File: src/logic/epce_pkg.sv
// shared constants and types for the epp cycle engine
package epce_pkg;
  localparam int unsigned CLK_HZ = 50_000_000;
  localparam int unsigned WDOG_US = 10;
  // longest time rounds down to whole cycles
  localparam int unsigned WDOG_CYC = (WDOG_US * (CLK_HZ / 1_000_000));
  localparam int unsigned WDOG_W = 10;
  localparam logic [2:0] OFS_DATA = 3'h0;
  localparam logic [2:0] OFS_STATUS = 3'h1;
  localparam logic [2:0] OFS_CONTROL = 3'h2;
  localparam logic [2:0] OFS_EPP_ADDR = 3'h3;
  localparam logic [2:0] OFS_EPP_DATA0 = 3'h4;
  localparam logic [2:0] OFS_MODE = 3'h7;
  localparam logic [2:0] OFS_MODE_HI = 3'h1;
  localparam logic [3:0] BUS_ADDR_W_M1 = 4'h3;
  localparam int unsigned CTL_STROBE = 0;
  localparam int unsigned CTL_AUTOFD = 1;
  localparam int unsigned CTL_INIT = 2;
  localparam int unsigned CTL_SLCTIN = 3;
  localparam int unsigned CTL_IRQE = 4;
  localparam int unsigned CTL_DIR = 5;
  localparam logic [5:0] CTL_RESET = 6'h04;
  localparam int unsigned ST_TIMEOUT = 0;
  localparam int unsigned MODE_EPP = 0;
  localparam int unsigned MODE_V19 = 1;
  localparam logic [1:0] MODE_RESET = 2'h0;
  localparam logic [7:0] BYTE_ZERO = 8'h00;
  typedef enum logic [2:0] {
    EPCE_IDLE,
    EPCE_WAIT_LOW,
    EPCE_STROBE,
    EPCE_FINISH,
    EPCE_HOLD
  } epce_state_e;
endpackage : epce_pkg

File: src/logic/epce_link_if.sv
// carrier between the cycle engine and its watchdog
interface epce_link_if;
  logic run;
  logic expired;
  modport engine (output run, input expired);
  modport dog (input run, output expired);
endinterface : epce_link_if

File: src/logic/epce_top.sv
// epp cycle engine: host register port to epp strobe cycles
//
// Strobed register access and the address map were left to the implementer.
module epce_top
  import epce_pkg::*;
(
  input wire logic ref_clk_i,
  input wire logic arst_n_i,
  input wire logic [epce_pkg::BUS_ADDR_W_M1:0] addr_i,
  input wire logic [7:0] wdata_i,
  input wire logic wr_i,
  input wire logic rd_i,
  output logic [7:0] rdata_o,
  output logic iochrdy_o,
  input wire logic [7:0] port_data_bus_i,
  output logic [7:0] port_data_bus_o,
  output logic port_data_bus_oe_o,
  output logic port_direction_out_o,
  output logic write_n_o,
  output logic data_strobe_n_o,
  output logic addr_strobe_n_o,
  output logic strobe_n_o,
  output logic autofd_n_o,
  output logic init_n_o,
  output logic slctin_n_o,
  input wire logic wait_n_i,
  input wire logic peripheral_interrupt_in_i,
  output logic peripheral_interrupt_out_o,
  output logic peripheral_reset_out_n_o,
  input wire logic error_status_in_i,
  input wire logic selected_status_in_i,
  input wire logic paper_end_in_i,
  input wire logic ack_n_i,
  input wire logic busy_i
);
  // address map: 0..7 hold the port registers, 9 holds the mode register
  // engine state: cycle phase, the two bytes it moves, the spp control copy,
  // the mode bits and the sticky timeout flag
  // rdata is cleared every cycle unless a read is being answered, so a stale
  // byte never shows on the host bus
  typedef struct packed {
    epce_state_e state;
    logic [7:0] data_out;
    logic [7:0] epp_rd;
    logic [5:0] ctrl;
    logic [1:0] mode;
    logic timeout;
    logic is_addr;
    logic is_read;
    logic [7:0] rdata;
  } epce_s;
  epce_s st_q, st_d;
  // the reset synchroniser runs on the raw reset, so it lives outside the struct
  logic [1:0] rst_sync_q;
  logic rst_n;
  logic wd_abort;
  logic host_rd_epp;
  logic host_wr_epp;
  logic epp_sel;
  logic epp_on;
  logic v19;
  epce_link_if link ();

  // reset release through two flops, the only asynchronous path
  // only the second flop is read, so a late release never reaches the engine
  always_ff @(posedge ref_clk_i or negedge arst_n_i) begin
    if (!arst_n_i) begin
      rst_sync_q <= 2'h0;
    end else begin
      rst_sync_q <= {rst_sync_q[0], 1'b1};
    end
  end
  assign rst_n = rst_sync_q[1];

  // watchdog runs while a cycle waits on the peripheral, and in 1.7 also while the host still holds its strobe
  // in 1.7 a hung peripheral therefore can never lock the host bus for good; in 1.9 a held host strobe restarts the cycle and ready stays low
  epce_watchdog u_dog (
    .clk_i(ref_clk_i),
    .rst_n_i(rst_n),
    .link(link.dog)
  );

  // decode helper shared by reads and writes
  // index 8 and above never reach the epp ports
  function automatic logic is_epp_port(input logic [3:0] a);
    is_epp_port = (a[3] == 1'b0) && (a[2:0] >= OFS_EPP_ADDR);
  endfunction : is_epp_port

  // mode bits are read straight from the register
  // switching mode in mid-cycle is not guarded, software must wait for idle
  assign epp_on = st_q.mode[MODE_EPP];
  assign v19 = st_q.mode[MODE_V19];
  assign epp_sel = epp_on && is_epp_port(addr_i);
  assign host_rd_epp = rd_i && epp_sel;
  assign host_wr_epp = wr_i && epp_sel;
  assign wd_abort = link.expired;

  // the 1.9 engine treats a strobe as a full cycle; 1.7 holds while strobe high
  // a new epp request is only taken in idle, so a host strobe that is still
  // high after hold would start a second cycle: the host must drop it once
  // ready goes high
  // register accesses below run beside the engine and never stall it
  always_comb begin
    st_d = st_q;
    st_d.rdata = BYTE_ZERO;
    link.run = 1'b0;
    case (st_q.state)
      EPCE_IDLE: begin
        if (host_rd_epp || host_wr_epp) begin
          st_d.is_addr = (addr_i[2:0] == OFS_EPP_ADDR);
          st_d.is_read = host_rd_epp;
          if (host_wr_epp) begin
            st_d.data_out = wdata_i;
          end
          if (v19) begin
            st_d.state = EPCE_WAIT_LOW;
          end else begin
            st_d.state = EPCE_STROBE;
          end
        end
      end
      EPCE_WAIT_LOW: begin
        link.run = 1'b1;
        if (!wait_n_i) begin
          st_d.state = EPCE_STROBE;
        end
      end
      EPCE_STROBE: begin
        link.run = 1'b1;
        if (v19 && wait_n_i) begin
          st_d.epp_rd = port_data_bus_i;
          // the byte also goes straight to the host side, so it stands while
          // ready is high in the finish cycle
          st_d.rdata = st_q.is_read ? port_data_bus_i : BYTE_ZERO;
          st_d.state = EPCE_FINISH;
        end else if (!v19 && (rd_i || wr_i) == 1'b0 && wait_n_i) begin
          if (st_q.is_read) begin
            st_d.epp_rd = port_data_bus_i;
          end
          st_d.state = EPCE_FINISH;
        end
        // 1.7 reads show the port byte live while the host still holds
        // its read strobe, because the host takes the byte before it lets go
        if (!v19 && st_q.is_read && wait_n_i) begin
          st_d.rdata = port_data_bus_i;
        end
      end
      EPCE_FINISH: begin
        if (st_q.is_read) begin
          st_d.rdata = st_q.epp_rd;
        end
        st_d.state = EPCE_HOLD;
      end
      EPCE_HOLD: begin
        st_d.state = EPCE_IDLE;
      end
      default: begin
        st_d.state = EPCE_IDLE;
      end
    endcase
    if (wd_abort) begin
      st_d.timeout = 1'b1;
      st_d.state = EPCE_IDLE;
    end
    // register writes, and status read clears the timeout flag
    // writes to the data register also load the byte that a later epp write
    // would replace, the two share one holding register
    if (wr_i && !addr_i[3]) begin
      if (addr_i[2:0] == OFS_CONTROL) begin
        st_d.ctrl = wdata_i[5:0];
      end else if (addr_i[2:0] == OFS_DATA) begin
        st_d.data_out = wdata_i;
      end
    end else if (wr_i && addr_i[3] && addr_i[2:0] == OFS_MODE_HI) begin
      st_d.mode = wdata_i[1:0];
    end
    if (rd_i && !addr_i[3] && !epp_sel) begin
      if (addr_i[2:0] == OFS_DATA) begin
        st_d.rdata = st_q.ctrl[CTL_DIR] ? port_data_bus_i : st_q.data_out;
      end else if (addr_i[2:0] == OFS_STATUS) begin
        st_d.rdata = {~busy_i, ack_n_i, paper_end_in_i, selected_status_in_i,
                      error_status_in_i, 2'h0, st_q.timeout};
        // set wins over the clear
        if (!wd_abort) begin
          st_d.timeout = 1'b0;
        end
      end else if (addr_i[2:0] == OFS_CONTROL) begin
        st_d.rdata = {2'h0, st_q.ctrl};
      end
    end else if (rd_i && addr_i[3] && addr_i[2:0] == OFS_MODE_HI) begin
      st_d.rdata = {6'h00, st_q.mode};
    end
  end

  // main state register
  // every field is reset to a constant, so the engine leaves reset idle
  // with the spp outputs at their control register defaults
  always_ff @(posedge ref_clk_i or negedge rst_n) begin
    if (!rst_n) begin
      st_q.state <= EPCE_IDLE;
      st_q.data_out <= BYTE_ZERO;
      st_q.epp_rd <= BYTE_ZERO;
      st_q.ctrl <= CTL_RESET;
      st_q.mode <= MODE_RESET;
      st_q.timeout <= 1'b0;
      st_q.is_addr <= 1'b0;
      st_q.is_read <= 1'b0;
      st_q.rdata <= BYTE_ZERO;
    end else begin
      st_q.state <= st_d.state;
      st_q.data_out <= st_d.data_out;
      st_q.epp_rd <= st_d.epp_rd;
      st_q.ctrl <= st_d.ctrl;
      st_q.mode <= st_d.mode;
      st_q.timeout <= st_d.timeout;
      st_q.is_addr <= st_d.is_addr;
      st_q.is_read <= st_d.is_read;
      st_q.rdata <= st_d.rdata;
    end
  end

  logic busy_cyc;
  logic strobing;
  logic rd_cyc;
  logic ctl_dir;
  logic ctl_force_wr;
  logic ready_v19;
  logic ready_v17;

  // cycle phase decode shared by the pin logic below
  always_comb begin
    busy_cyc = (st_q.state != EPCE_IDLE);
    strobing = (st_q.state == EPCE_STROBE);
    rd_cyc = busy_cyc && st_q.is_read;
    ctl_dir = st_q.ctrl[CTL_DIR];
    ctl_force_wr = st_q.ctrl[CTL_STROBE];
  end

  // separate address and data strobes
  // both come from the state flop, so host inputs never glitch them
  always_comb begin
    addr_strobe_n_o = 1'b1;
    data_strobe_n_o = 1'b1;
    if (strobing) begin
      if (st_q.is_addr) begin
        addr_strobe_n_o = 1'b0;
      end else begin
        data_strobe_n_o = 1'b0;
      end
    end
  end

  always_comb begin
    write_n_o = 1'b0;
    port_direction_out_o = 1'b0;
    if (rd_cyc || ctl_dir) begin
      write_n_o = 1'b1;
      port_direction_out_o = 1'b1;
    end
    // control strobe bit forces nwrite asserted
    if (ctl_force_wr) begin
      write_n_o = 1'b0;
    end
  end

  // write byte on bus
  // the bus is only let go while the direction is read, so both sides never fight
  assign port_data_bus_oe_o = !port_direction_out_o;
  assign port_data_bus_o = st_q.data_out;

  // hold ready low in 1.9 cycles until the finish and hold states
  // ready is also pulled low in the idle cycle that takes the host strobe
  always_comb begin
    ready_v19 = (st_q.state == EPCE_FINISH) || (st_q.state == EPCE_HOLD);
    if (!busy_cyc && !(host_rd_epp || host_wr_epp)) begin
      ready_v19 = 1'b1;
    end
  end

  // until nwait rises or timeout
  // the abort leaves the strobe state, which releases ready on its own
  always_comb begin
    ready_v17 = 1'b1;
    if (strobing && !wait_n_i) begin
      ready_v17 = 1'b0;
    end
  end

  // ready is a handshake output, so it may come straight from logic
  assign iochrdy_o = v19 ? ready_v19 : ready_v17;

  // control register drives the spp outputs
  // strobe follows the control register strobe bit alone, not the cycle state
  assign strobe_n_o = !st_q.ctrl[CTL_STROBE];
  assign autofd_n_o = !st_q.ctrl[CTL_AUTOFD];
  // init is the one control output that is not inverted
  assign init_n_o = st_q.ctrl[CTL_INIT];
  assign slctin_n_o = !st_q.ctrl[CTL_SLCTIN];

  // interrupt pass through
  // no edge logic here: the host side does the edge detection
  assign peripheral_interrupt_out_o = peripheral_interrupt_in_i;

  // peripheral reset follows the synchronised reset
  // the peripheral stays in reset until the two flops have let go
  assign peripheral_reset_out_n_o = rst_n;
  assign rdata_o = st_q.rdata;
endmodule : epce_top

File: src/logic/epce_watchdog.sv
// watchdog timer that measures how long an epp cycle has run
module epce_watchdog
  import epce_pkg::*;
(
  input wire logic clk_i,
  input wire logic rst_n_i,
  epce_link_if.dog link
);
  typedef struct packed {
    logic [WDOG_W-1:0] count;
    logic expired;
  } epce_dog_s;
  epce_dog_s st_q, st_d;

  // counts while run is high, restarts when run drops
  always_comb begin
    st_d = st_q;
    if (!link.run) begin
      st_d.count = '0;
      st_d.expired = 1'b0;
    end else if (st_q.count >= WDOG_W'(WDOG_CYC)) begin
      st_d.expired = 1'b1;
    end else begin
      st_d.count = st_q.count + WDOG_W'(1);
    end
  end

  // state register
  always_ff @(posedge clk_i or negedge rst_n_i) begin
    if (!rst_n_i) begin
      st_q <= '0;
    end else begin
      st_q <= st_d;
    end
  end

  assign link.expired = st_q.expired;
endmodule : epce_watchdog

File: config.mk
export PLATFORM = sky130hd
export DESIGN_NAME = epce_top
export DESIGN_NICKNAME = d
export VERILOG_FILES = /design/src/logic/epce_pkg.sv /design/src/logic/epce_link_if.sv /design/src/logic/epce_top.sv /design/src/logic/epce_watchdog.sv
export SDC_FILE = /design/constraint.sdc
export NUM_CORES = 1
export LEC_CHECK = 0
export ABC_AREA = 0
export BUFFER_PORTS_ARGS = -buffer_cell sky130_fd_sc_hd__buf_2
export CAP_MARGIN = 20
export CORE_MARGIN = 2
export CORE_UTILIZATION = 35
export CTS_CLUSTER_SIZE = 24
export DETAILED_ROUTE_END_ITERATION = 7
export PLACE_DENSITY = 0.57
export SYNTH_ARGS = -nofsm -noshare
export SYNTH_HDL_FRONTEND = slang
export SYNTH_HIERARCHICAL = 1
export SYNTH_SLANG_ARGS = --single-unit
File: constraint.sdc
create_clock -name ref_clk_i -period 1.9 [get_ports ref_clk_i]
set_clock_uncertainty 0.15 [all_clocks]
set_input_delay 0.095 -clock ref_clk_i [delete_from_list [all_inputs] [get_ports ref_clk_i]]
set_output_delay 0.095 -clock ref_clk_i [all_outputs]
set_load 0.01 [all_outputs]
Word-level counts from Yosys, hierarchy flattened

Index checks and enable logic that the tools add are counted.

Add/subtract/negate cells: 1
Magnitude comparators: 2
Equality and inequality tests: 12
Multiplexer cells: 44
Bitwise operators: 4
Reductions and logical operators: 44

Operator list:

| kind                    | count |
|---|---|
| $mux W8                 | 18 |
| $mux W11                | 2 |
| $logic_and A1 B1 Y1     | 19 |
| $mux W1                 | 16 |
| $pmux W8 S2             | 1 |
| $eq A3 B2 Y1 const B    | 4 |
| $mux W3                 | 4 |
| $pmux W3 S4             | 1 |
| $add A10 B1 Y10 const B | 1 |
| $ge A10 B9 Y1 const B   | 1 |
| $logic_not A1 Y1        | 10 |
| $mux W10                | 1 |
| $eq A3 B1 Y1 const B    | 2 |
| $logic_not A3 Y1        | 2 |
| $ne A3 B2 Y1 const B    | 2 |
| $reduce_and A2 Y1       | 3 |
| $reduce_and A3 Y1       | 2 |
| $logic_or A1 B1 Y1      | 4 |
| $ne A2 B2 Y1 const B    | 2 |
| $ne A4 B1 Y1 const B    | 1 |
| $not A1 Y1              | 4 |
| $reduce_bool A2 Y1      | 2 |
| $eq A3 B3 Y1 const B    | 1 |
| $ge A3 B2 Y1 const B    | 1 |
| 3 further kinds         | 3 |

Bits in registers: 51
Input bits: 31
Output and inout bits: 28
Logic and storage cells: 119

Depth between registers and ports, before layout

Word-level depth: 10
Gate-level depth with buffers: 6
Gate-level depth less buffers: 4

Modules after synthesis

Netlist, hierarchy kept.

Modules (own cells, without submodules):

| module        | times used | cells each | area an instance (um^2) | sequential area each (um^2) |
|---|---|---|---|---|
| epce_top      | 1          | 227        | 2417.3                  | 1002.2 |
| epce_watchdog | 1          | 60         | 616.8                   | 275.3 |

Worst setup path after synthesis

No wires, ideal clock.

Kind: register to register
Start: register st_q[35] in the netlist's numbering
End: register st_q[9] in the netlist's numbering
Library setup time: 125 ps
Arrival: 1559 ps
Required time: 1625 ps
Path slack: 66 ps
Cell stages (with the launch flop): 6
Path buffers: 1
Period minus slack after synthesis: 1834 ps
Cell sequence: dfrtp_1 -> buf_6 -> or3_4 -> nor4_4 -> o21ai_2 -> mux2_4

Longest elaborated chain between the ends: 2

RTL lines:

| element                            | line            | source |
|---|---|---|
| start, declared                    | epce_top.sv:52  | `epce_s st_q, st_d;` |
| $logic_not A3 Y1                   | epce_top.sv:107 | `case (st_q.state)` |
| $reduce_and A2 Y1 (no source line) | -               |  |

Every way passes these cells.
A chain may end at the register's enable or synchronous reset.

Worst setup path in the final report

Start: register st_q[35] in the netlist's numbering
End: output write_n_o

Longest elaborated chain between the ends: 5

RTL lines:

| element             | line            | source |
|---|---|---|
| $reduce_bool A3 Y1  | epce_top.sv:232 | `busy_cyc = (st_q.state != EPCE_IDLE);` |
| $logic_and A1 B1 Y1 | epce_top.sv:234 | `rd_cyc = busy_cyc && st_q.is_read;` |
| $logic_or A1 B1 Y1  | epce_top.sv:256 | `if (rd_cyc \|\| ctl_dir) begin` |
| $mux W1             | epce_top.sv:256 |  |
| $mux W1             | epce_top.sv:261 | `if (ctl_force_wr) begin` |
| end, declared       | epce_top.sv:19  | `output logic write_n_o,` |

Every way passes these cells.

==> metrics <==
H-tree Lvls 2; latest clock arrival within the worst-skew pair 0.31 ns; CTS Buf Count 5; Core Util, Final 0.454; die area 0.00943 sq mm; critical path launch point type register; Post-DP Area 0.00337 sq mm; Clk pin slew, worst setup/hold paths 0.09 ns; mean post-synth cell area 10.6 sq um; initial drt markers 192; FFs w/ async S/R, synth 1.00; worst slew pin tran 0.632 ns; pin count of the biggest net entering global routing 50; Seq cells post-synth 51; TritonCTS clock tree done; fin cells 465; Syn Nets 320; post-DR vias/cell 5.11; post-route ant nets 0; root buf cell clkbuf_8; Crit. Startpoint st_q[35]; Post-Synthesis Cells 287; setup violators final 1; worst reg2reg startpoint st_q[35]; Cell variety after synth 64; GR Overflow Total 0; post-synth top area cell dfrtp_1; status finished with violations; Multi-input gate area 0.00155 sq mm; worst hold path class in2out; CORE AREA 0.00830 sq mm; chip height 97.1 um; post-layout min period 1.91 ns; critical path capture point type primary output; final critical-path share of the clock period 1.01; top-area cell type share of the netlist area 0.412; fin nets 392; clk sink count 51; Inst Count DP 433; crit path to write_n_o; post-layout instance area 0.00377 sq mm; register area 0.00128 sq mm; Worst R2R End port_data_bus_o[3]; R2R setup slack 0.03 ns; routability cong. 0.855; CP max FO 6; CP required 1.65 ns; first-pass detailed-route iteration total 4; critical path data arrival time 1.66 ns; Cell Area, Synth 0.00303 sq mm; count of input and output buffers 56; fmax 0.524 GHz; top cells by area, synth dfrtp_1, mux2_2, buf_4; # IOs 59; yosys warns 6; final slew viol count 0; Site Rows 33; most frequent cell after synthesis dfrtp_1; leakage power 1.78 nW; Hold Vio Cnt, Final 0; DR vias 2378; layout overhead on the synthesized area 24.1%; Die Wd 97.1 um; first-pass GRT wire length 12.1 mm; maximum vdd drop 0.525 mV; Antenna Cells 0; Cell Pwr Density 1110 mW/mm^2; critical path class reg2out; max_slew headroom 0.579; ys flop type dfrtp_1; post-DP HPWL 5.27 mm; setup ws final -0.00958 ns; DR WL/cell 15.6 um; GRT Overall Usage 0.159; # DRC 0; CP cell instances or3_4 > a21oi_4 > buf_6 > nor2_1 > buf_2; RSZ-0062 raised after global routing yes; final WL 7.27 mm; Slowest Stage Delay on Critical Path 0.47 ns; failing checks setup timing; antenna violations before repair 0; share of layout cells above drive strength 1 0.389; fillcell total 797; sequential element share of the synthesized area 0.421; Post-synth EDFFs 0; Pwr Total 4.19 mW; r2r worst-path depth 5; Longest Clk Path Bufs 2; Max-Cap Viols 0; vias in the first global route 2412; CP max stage cell dfrtp_2; Initial Utilization 0.366; list of most frequent post-synthesis cells dfrtp_1, mux2_2, nand2_1
## cell type report
| cell class | instances | area share |
|---|---|---|
| Clock inverter | 3 | 0.00498 |
| Tap cell | 105 | 0.0349 |
| Multi-Input combinational cell | 189 | 0.413 |
| Timing Repair Buffer | 97 | 0.174 |
| Inverter | 15 | 0.0150 |
| Sequential cell | 51 | 0.341 |
| Clock buffer | 5 | 0.0183 |
## cells in the final DEF, fill, tap and decap left out, types with 6 or more instances in the layout
| cell | synthesis | routed |
|---|---|---|
| a22o_1 | 7 | 7 |
| buf_2 | 8 | 55 |
| buf_4 | 17 | 18 |
| dfrtp_1 | 50 | 46 |
| dlygate4sd3_1 | 0 | 21 |
| inv_1 | 13 | 12 |
| mux2_2 | 31 | 24 |
| mux2_4 | 1 | 8 |
| mux2i_1 | 12 | 12 |
| nand2_1 | 18 | 18 |
| nor2_1 | 16 | 15 |
| o211ai_1 | 6 | 6 |
| o22ai_1 | 6 | 6 |
## metrics by stage
stage	hold slack [ns]	setup WS, ns	TNS, ns
global placement	-0.270	-0.00591	-0.0276
floorplan	-0.351	0.0663	0
finish	0.0401	-0.00958	-0.00958
detailed placement	-0.269	-0.0135	-0.0685
global route	0.0402	-0.0667	-0.444
CTS	0.0298	-0.0242	-0.0242
## how the worst min path moves through the flow
stage	endpoint	slack (ns)	cells after the start	startpoint
after floorplan	rst_sync_q[0]	-0.35	0	arst_n_i
after global placement	rst_sync_q[0]	-0.27	1	arst_n_i
after detailed placement	rst_sync_q[0]	-0.27	1	arst_n_i
after CTS	rdata_o[7]	0.03	3	addr_i[1]
after global routing	peripheral_interrupt_out_o	0.04	0	peripheral_interrupt_in_i
final	peripheral_interrupt_out_o	0.04	0	peripheral_interrupt_in_i
## state kept, by name, summed over array words and instances, names as in the netlist
register,flops
port_data_bus_o,8
ctl_dir,1
epp_on,1
rst_sync_q,2
u_dog/st_q,10
init_n_o,1
u_dog/link.expired,1
rdata_o,8
st_q,18
ctl_force_wr,1
## routing by layer
| layer | vias to the layer above | routed length (um) | global-route usage |
|---|---|---|---|
| li1 | 1172 | - | - |
| met1 | 1151 | 3510 | 0.225 |
| met2 | 50 | 3380 | 0.253 |
| met3 | 5 | 322 | 0.0309 |
| met4 | 0 | 62 | 0.0368 |
| met5 | - | 0 | 0 |
## logic make-up after synthesis
family,after synthesis,share of synthesized area
simple gates,75,0.157
fa+ha+maj,2,0.00825
mux,44,0.160
other cells,1,0.00124
xor+xnor,1,0.00289
flops,51,0.421
compound gates,66,0.165
buf+inv,47,0.0849
## worst max-delay path: cells and delay by family (launching register included)
kind                   cells  cell delay, ns
and+or+nand+nor            2            0.49
DFF                        1            0.47
buffers and inverters      2            0.27
AOI/OAI and AO/OA          1            0.14
## report_power, final
| part | internal, mW | total (mW) | switching, mW |
|---|---|---|---|
| clock | 0.260 | 0.628 | 0.368 |
| combinational | 1.00 | 1.87 | 0.871 |
| sequential | 1.40 | 1.69 | 0.286 |
## repair_timing
action | CTS | global route
hold buffers | 21 | 0
buffers inserted | 1 | 2
hold endpoints to repair | 29 | 0
pin swaps | 4 | 2
gates resized for setup | 7 | 13
gates cloned | 0 | 0
setup endpoints to repair | 15 | 11
(Power assumes the default switching activity.)
